File: src/fault_log_pkg.sv
// Package with constants and types for the fault record bookkeeping block
// Functional notes
// - Each stored record carries a source code; 0xff means host save request.
// - Erase command wipes every value held in the fault record store.
// - Erase command also clears bit 3 of the vendor status byte.
// - Status flag may take up to 8 ms to clear after erase.
package fault_log_pkg;

   ////////////////////////////////////////////////////////////////////////////
   // Source codes
   localparam logic [7:0] SRC_SAVE_REQ      = 8'hff;
   localparam logic [7:0] SRC_TURN_ON_TMO   = 8'h00;
   localparam logic [7:0] SRC_OUT_OV        = 8'h01;
   localparam logic [7:0] SRC_OUT_UV        = 8'h02;
   localparam logic [7:0] SRC_OUT_OC        = 8'h03;
   localparam logic [7:0] SRC_OVER_TEMP     = 8'h05;
   localparam logic [7:0] SRC_UNDER_TEMP    = 8'h06;
   localparam logic [7:0] SRC_IN_OV         = 8'h07;
   localparam logic [7:0] SRC_DIE_OVERTEMP  = 8'h0a;
   localparam logic [7:0] SRC_CHAN1_OFFSET  = 8'h10;

   // Fault vector bit positions, one bit per fault kind
   localparam int FLT_TURN_ON_TMO  = 0;
   localparam int FLT_OUT_OV       = 1;
   localparam int FLT_OUT_UV       = 2;
   localparam int FLT_OUT_OC       = 3;
   localparam int FLT_OVER_TEMP    = 4;
   localparam int FLT_UNDER_TEMP   = 5;
   localparam int FLT_IN_OV        = 6;
   localparam int FLT_DIE_OVERTEMP = 7;
   localparam int FLT_KINDS        = 8;

   // Vendor status byte
   localparam int         LOG_PRESENT_BIT   = 3;
   localparam logic [7:0] VSTAT_RESET       = 8'h00;

   // Erase latency
   localparam int CLK_FREQ_HZ     = 20000000;
   localparam int ERASE_TIME_US   = 8000;
   localparam int ERASE_CYCLES    = (CLK_FREQ_HZ / 1000000) * ERASE_TIME_US;
   localparam int ERASE_CNT_W     = 18;

   // Store geometry
   localparam int LOG_DEPTH       = 6;
   localparam int LOG_IDX_W       = 3;

   typedef enum logic [1:0] {ST_IDLE, ST_WIPE, ST_WAIT} erase_state_t;

endpackage : fault_log_pkg

File: src/fault_log_keeper.sv
// Fault record store with source tagging and timed erase
`timescale 1ns/10ps
`default_nettype none
module fault_log_keeper
   import fault_log_pkg::*;
#(
   parameter int DEPTH        = LOG_DEPTH,
   parameter int ERASE_CNT    = ERASE_CYCLES
)
(
   input  wire logic                 SYS_CLK,
   input  wire logic                 SYS_RST,
   input  wire logic [FLT_KINDS-1:0] FAULT_CH0,
   input  wire logic [FLT_KINDS-1:0] FAULT_CH1,
   input  wire logic                 SAVE_REQ,
   input  wire logic                 ERASE_REQ,
   input  wire logic [LOG_IDX_W-1:0] RD_IDX,
   output logic [7:0]                RD_CODE,
   output logic                      RD_VALID,
   output logic [7:0]                VENDOR_STATUS,
   output logic                      ERASE_BUSY
);

   ////////////////////////////////////////////////////////////////////////////
   // Declarations
   logic                      ev_valid;
   logic [7:0]                ev_code;
   logic [7:0]                code_reg   [DEPTH];
   logic [7:0]                code_next  [DEPTH];
   logic [DEPTH-1:0]          valid_reg;
   logic [DEPTH-1:0]          valid_next;
   logic [LOG_IDX_W-1:0]      wr_ptr_reg;
   logic [LOG_IDX_W-1:0]      wr_ptr_next;
   erase_state_t              state_reg;
   erase_state_t              state_next;
   logic [ERASE_CNT_W-1:0]    cnt_reg;
   logic [ERASE_CNT_W-1:0]    cnt_next;
   logic [7:0]                vstat_reg;
   logic [7:0]                vstat_next;
   logic [7:0]                rd_code_reg;
   logic                      rd_valid_reg;
   logic                      busy_reg;

   ////////////////////////////////////////////////////////////////////////////
   // Source encoder
   fault_src_encoder u_enc (
      .fault_ch0   (FAULT_CH0),
      .fault_ch1   (FAULT_CH1),
      .save_req    (SAVE_REQ),
      .event_valid (ev_valid),
      .event_code  (ev_code)
   );

   ////////////////////////////////////////////////////////////////////////////
   // Erase sequencer and store update
   always_comb begin
      state_next  = state_reg;
      cnt_next    = cnt_reg;
      code_next   = code_reg;
      valid_next  = valid_reg;
      wr_ptr_next = wr_ptr_reg;
      vstat_next  = vstat_reg;
      case (state_reg)
         ST_IDLE: begin
            if (ERASE_REQ) begin
               state_next = ST_WIPE;
            end else if (ev_valid) begin
               code_next[wr_ptr_reg]  = ev_code;
               valid_next[wr_ptr_reg] = 1'b1;
               wr_ptr_next = (wr_ptr_reg == LOG_IDX_W'(DEPTH-1)) ? '0 : wr_ptr_reg + 1'b1;
               vstat_next[LOG_PRESENT_BIT] = 1'b1;
            end
         end
         ST_WIPE: begin
            for (int i = 0; i < DEPTH; i++) begin
               code_next[i] = 8'h00;
            end
            valid_next  = '0;
            wr_ptr_next = '0;
            // One wipe cycle plus ERASE_CNT-1 counted cycles keeps the clear inside the bound
            cnt_next    = ERASE_CNT_W'(ERASE_CNT - 2);
            state_next  = ST_WAIT;
         end
         ST_WAIT: begin
            // flag clears at the end of the erase window
            if (cnt_reg == '0) begin
               vstat_next[LOG_PRESENT_BIT] = 1'b0;
               state_next = ST_IDLE;
            end else begin
               cnt_next = cnt_reg - 1'b1;
            end
         end
         default: state_next = ST_IDLE;
      endcase
   end

   // Faults arriving mid-erase are dropped: the store is being wiped anyway
   always_ff @(posedge SYS_CLK or posedge SYS_RST) begin
      if (SYS_RST) begin
         state_reg  <= ST_IDLE;
         cnt_reg    <= '0;
         valid_reg  <= '0;
         wr_ptr_reg <= '0;
         vstat_reg  <= VSTAT_RESET;
         for (int i = 0; i < DEPTH; i++) begin
            code_reg[i] <= 8'h00;
         end
      end else begin
         state_reg  <= state_next;
         cnt_reg    <= cnt_next;
         valid_reg  <= valid_next;
         wr_ptr_reg <= wr_ptr_next;
         vstat_reg  <= vstat_next;
         code_reg   <= code_next;
      end
   end

   ////////////////////////////////////////////////////////////////////////////
   // Registered read port; out of range index reads as empty
   always_ff @(posedge SYS_CLK or posedge SYS_RST) begin
      if (SYS_RST) begin
         rd_code_reg  <= 8'h00;
         rd_valid_reg <= 1'b0;
         busy_reg     <= 1'b0;
      end else begin
         rd_code_reg  <= (int'(RD_IDX) < DEPTH) ? code_reg[RD_IDX] : 8'h00;
         rd_valid_reg <= (int'(RD_IDX) < DEPTH) ? valid_reg[RD_IDX] : 1'b0;
         busy_reg     <= (state_next != ST_IDLE);
      end
   end

   assign RD_CODE       = rd_code_reg;
   assign RD_VALID      = rd_valid_reg;
   assign VENDOR_STATUS = vstat_reg;
   assign ERASE_BUSY    = busy_reg;

endmodule // fault_log_keeper
`default_nettype wire

File: src/fault_src_encoder.sv
// Priority encoder from per-channel fault strobes to a record source code
`timescale 1ns/10ps
`default_nettype none
module fault_src_encoder
   import fault_log_pkg::*;
(
   input  wire logic [FLT_KINDS-1:0] fault_ch0,
   input  wire logic [FLT_KINDS-1:0] fault_ch1,
   input  wire logic                 save_req,
   output logic                      event_valid,
   output logic [7:0]                event_code
);

   ////////////////////////////////////////////////////////////////////////////
   // Map one fault position to its channel 0 code
   function automatic logic [7:0] base_code(input int pos);
      case (pos)
         FLT_TURN_ON_TMO:  base_code = SRC_TURN_ON_TMO;
         FLT_OUT_OV:       base_code = SRC_OUT_OV;
         FLT_OUT_UV:       base_code = SRC_OUT_UV;
         FLT_OUT_OC:       base_code = SRC_OUT_OC;
         FLT_OVER_TEMP:    base_code = SRC_OVER_TEMP;
         FLT_UNDER_TEMP:   base_code = SRC_UNDER_TEMP;
         FLT_IN_OV:        base_code = SRC_IN_OV;
         default:          base_code = SRC_DIE_OVERTEMP;
      endcase
   endfunction

   // Lowest fault bit wins, channel 0 ahead of channel 1; host save last
   always_comb begin
      event_valid = 1'b0;
      event_code  = SRC_SAVE_REQ;
      if (save_req) begin
         event_valid = 1'b1;
         event_code  = SRC_SAVE_REQ;
      end
      for (int i = FLT_KINDS-1; i >= 0; i--) begin
         if (fault_ch1[i]) begin
            event_valid = 1'b1;
            event_code  = base_code(i) + SRC_CHAN1_OFFSET;
         end
      end
      for (int i = FLT_KINDS-1; i >= 0; i--) begin
         if (fault_ch0[i]) begin
            event_valid = 1'b1;
            event_code  = base_code(i);
         end
      end
   end

endmodule // fault_src_encoder
`default_nettype wire

File: config.mk
export PLATFORM = sky130hd
export DESIGN_NAME = fault_log_keeper
export DESIGN_NICKNAME = d
export VERILOG_FILES = /design/src/fault_log_pkg.sv /design/src/fault_log_keeper.sv /design/src/fault_src_encoder.sv
export SDC_FILE = /design/constraint.sdc
export NUM_CORES = 1
export LEC_CHECK = 0
export BUFFER_PORTS_ARGS = -buffer_cell sky130_fd_sc_hd__buf_4
export CORE_UTILIZATION = 30
export DETAILED_ROUTE_END_ITERATION = 10
export PLACE_DENSITY = 0.48
export SLEW_MARGIN = 5
export SYNTH_ARGS = -nofsm -noshare
export SYNTH_HDL_FRONTEND = slang
export SYNTH_HIERARCHICAL = 1
export SYNTH_SLANG_ARGS = --single-unit
File: constraint.sdc
create_clock -name SYS_CLK -period 6.4 [get_ports SYS_CLK]
set_input_delay 0.64 -clock SYS_CLK [delete_from_list [all_inputs] [get_ports SYS_CLK]]
set_output_delay 0.64 -clock SYS_CLK [all_outputs]
set_load 0.05 [all_outputs]
==> key figures <==
Critical path
  • Cells along the critical path: buf_4, or4_4, or4_4, or4_1, nor2b_1, o2111a_1, mux2i_1, nor2_1
  • CP Data Arrival Time: about 3.2 ns
  • Worst Setup End Kind: flip-flop
  • Critical Path RT: around 6.6 ns
  • WP depth: 8
  • Reg2Reg Launch Point: state_reg[1]
  • Critical Path End: code_reg[27]
  • Largest delay share family, worst path: simple AND/OR/NAND/NOR gates
  • Worst setup SP type: primary input
  • CP Class: in -> reg
  • WP buf/inv: 1
  • R2r setup slk: 3.93 ns
  • Crit-path max FO: 9
  • CP dominant cell by count: or4_4
  • CP max stage delay: 0.53 ns
  • Crit path launch: FAULT_CH1[0]
  • Depth of the most critical reg-to-reg path: 4
  • CP max-delay cell: or4_4
  • Worst reg2reg endpoint: cnt_reg[10]

Floorplan
  • Die area: 15600 µm²
  • Die Y: 125 µm
  • CORE AREA: 14600 µm²
  • Initial Util: 0.309
  • Num rows: 44
  • Ports: 41
  • Die width: ~120 µm

STA
  • Final Setup Violations: 0
  • Max Freq: ~340 MHz
  • Worst slew pin tran: 0.978 ns
  • TNS Setup: 0 ns
  • RSZ-0062 raised after global routing: no
  • Final Max Slew Viols: 0
  • Rel. slew slack: 0.348
  • Tcrit/Tclk final: 0.464
  • Fin crit period: between 2 and 3 ns
  • Final Hold Vio Count: 0
  • Clock skew: ~0.0066 ns

Min path
  • Worst hold path type: in -> async

Placed design
  • Placer Congestion: roughly 0.79
  • Post-placement cell area: around 4900 µm²
  • Placed Instances: around 620
  • HPWL Detailed: 7.09 mm
  • IO Port Bufs: 33

Detailed routing
  • Routed vias/inst: ~5.1
  • Antenna Violating Nets Remaining: 0
  • Wire per inst: between 15 and 20 µm
  • Routed Wire Length: roughly 11 mm
  • First drt pass iteration count: 7
  • Residual DRC: 10
  • Via count: around 3300
  • First-iteration detailed-routing DRC count: 191

Outcome
  • Failing checks: DRC
  • Outcome: finished with violations

Yosys
  • #FFs+latches synth: approximately 90
  • Primary FF master, synth: dfrtp_1
  • Top post-synthesis cells by count: dfrtp_1, nor2_1, mux2i_1, inv_1, nand2_1
  • FFs w/ async S/R, synth: 1.00
  • Cell taking the most area after synthesis: dfrtp_1
  • Synth area leaders: dfrtp_1, mux2i_1, nor2_1, mux4_2, inv_1
  • Post-synth EDFFs: 0
  • Post-synth cell types: 59
  • Yosys top cell area share: 0.486
  • Count leader, synth: dfrtp_1
  • Syn avg cell area: 10.6 µm²
  • Register area share after synthesis: 0.486
  • YS warnings: 6
  • Mapped cell area: around 4500 µm²
  • Syn Inst Count: between 400 and 500

Clock tree
  • CTS tree: done
  • Root Driver: clkbuf_16
  • Post-cts sizing count: 0
  • Num CTS Buffers: 9
  • Setup repair bufs after CTS: 0
  • Hold buffers post-CTS: 0
  • Clk_lat worst skew: between 0.3 and 0.4 ns
  • # H-tree levels: 3
  • Clock Tree Buf Depth: 2
  • CTS sink cnt: between 80 and 90
  • Clk slew on worst S/H paths: 0.07 ns

Power
  • Max VDD drop: approximately 0.12 mV
  • Pwr Density: approximately 320 nW/µm²
  • Cell leakage power: 2.41 nW

Final layout
  • Layout area overhead: 15.4%
  • Fin nets: about 480
  • Max FFs per register: 48
  • Non-filler cells, final: 640
  • Antenna Cells: 0
  • Fraction of layout cells with a size suffix above 1: 0.180
  • Finished Cell Area: approximately 5200 µm²

Global routing
  • GRT Util Overall: 0.147
  • GRT overflow: 0
  • First-pass GRT wire length: between 15 and 20 mm
  • Vias in the first global route: approximately 3400
  • Initial antenna violation count: 0
  • Largest net degree at the start of global routing: 76

Job
  • Max-Cap Viols: 0
==> per-stage QoR <==
step / util / hold WS (ns) / total power [mW] / worst slack, ns
after global placement: 0.336 / 0.477 / 1.13 / 3.12
after detailed placement: 0.336 / 0.495 / 1.14 / 3.08
after global routing: 0.357 / 0.233 / 1.77 / 3.32
after CTS: 0.357 / 0.220 / 1.69 / 3.43
after floorplan: - / 0.461 / 1.02 / 3.41
final: 0.357 / 0.215 / 1.67 / 3.43
==> worst min-delay path by stage <==
| stage | start | slack, ns | to | cells past startpoint |
|---|---|---|---|---|
| 2_1_floorplan | valid_reg[4] | 0.46 | valid_reg[4] | 2 |
| 3_3_place_gp | valid_reg[4] | 0.48 | valid_reg[4] | 2 |
| 3_5_place_dp | valid_reg[4] | 0.49 | valid_reg[4] | 2 |
| 4_1_cts | SYS_RST | 0.22 | VENDOR_STATUS[3] | 2 |
| 5_1_grt | SYS_RST | 0.23 | cnt_reg[0] | 2 |
| 6_report | SYS_RST | 0.21 | cnt_reg[0] | 2 |
==> placed cells by master, fill, tap and decap left out, drive strengths merged, types with 10 or more instances in the layout <==
master,netlist,final
nor2,67,67
o21ai,11,11
inv,22,23
nor3,13,13
dfrtp,88,88
nand2,14,14
mux2i,59,59
buf,20,39
a21oi,12,12
o22ai,10,10
==> final cells by class <==
| class | instances | area [µm²] |
|---|---|---|
| sequential | 88 | 2200 |
| inverter | 22 | 83.8 |
| tap | 184 | 230 |
| fill | 1481 | 9410 |
| clock inverter | 7 | 80.1 |
| timing repair buffer | 39 | 293 |
| clock buffer | 9 | 225 |
| multi-input combinational | 291 | 2120 |
==> per-layer routing <==
| layer | up-vias | part of all wire | wire, µm | GRT usage |
|---|---|---|---|---|
| met1 | 1630 | 0.50 | 5320 | 0.203 |
| met5 | - | 0 | 0 | 0 |
| li1 | 1575 | - | - | - |
| met3 | 11 | 0.031 | 334 | 0.0253 |
| met2 | 72 | 0.46 | 4890 | 0.227 |
| met4 | 0 | 0.017 | 185 | 0.0646 |
==> kinds of logic after synthesis <==
| kind of cell | synth area share |
|---|---|
| other | 0.000827 |
| buffers and inverters | 0.0560 |
| xor gates and xnor gates | 0.00193 |
| adders and majority gates | 0.00276 |
| muxes | 0.175 |
| and+or+nand+nor | 0.170 |
| DFF | 0.486 |
| AOI/OAI and AO/OA | 0.108 |
==> power breakdown <==
group / internal [mW] / leakage [nW] / switching (mW)
clock: 0.308 / 0.148 / 0.237
combinational: 0.155 / 1.11 / 0.256
sequential: 0.633 / 1.15 / 0.0832
total: 1.10 / 2.41 / 0.576
Power figures use the tool's default switching activity.
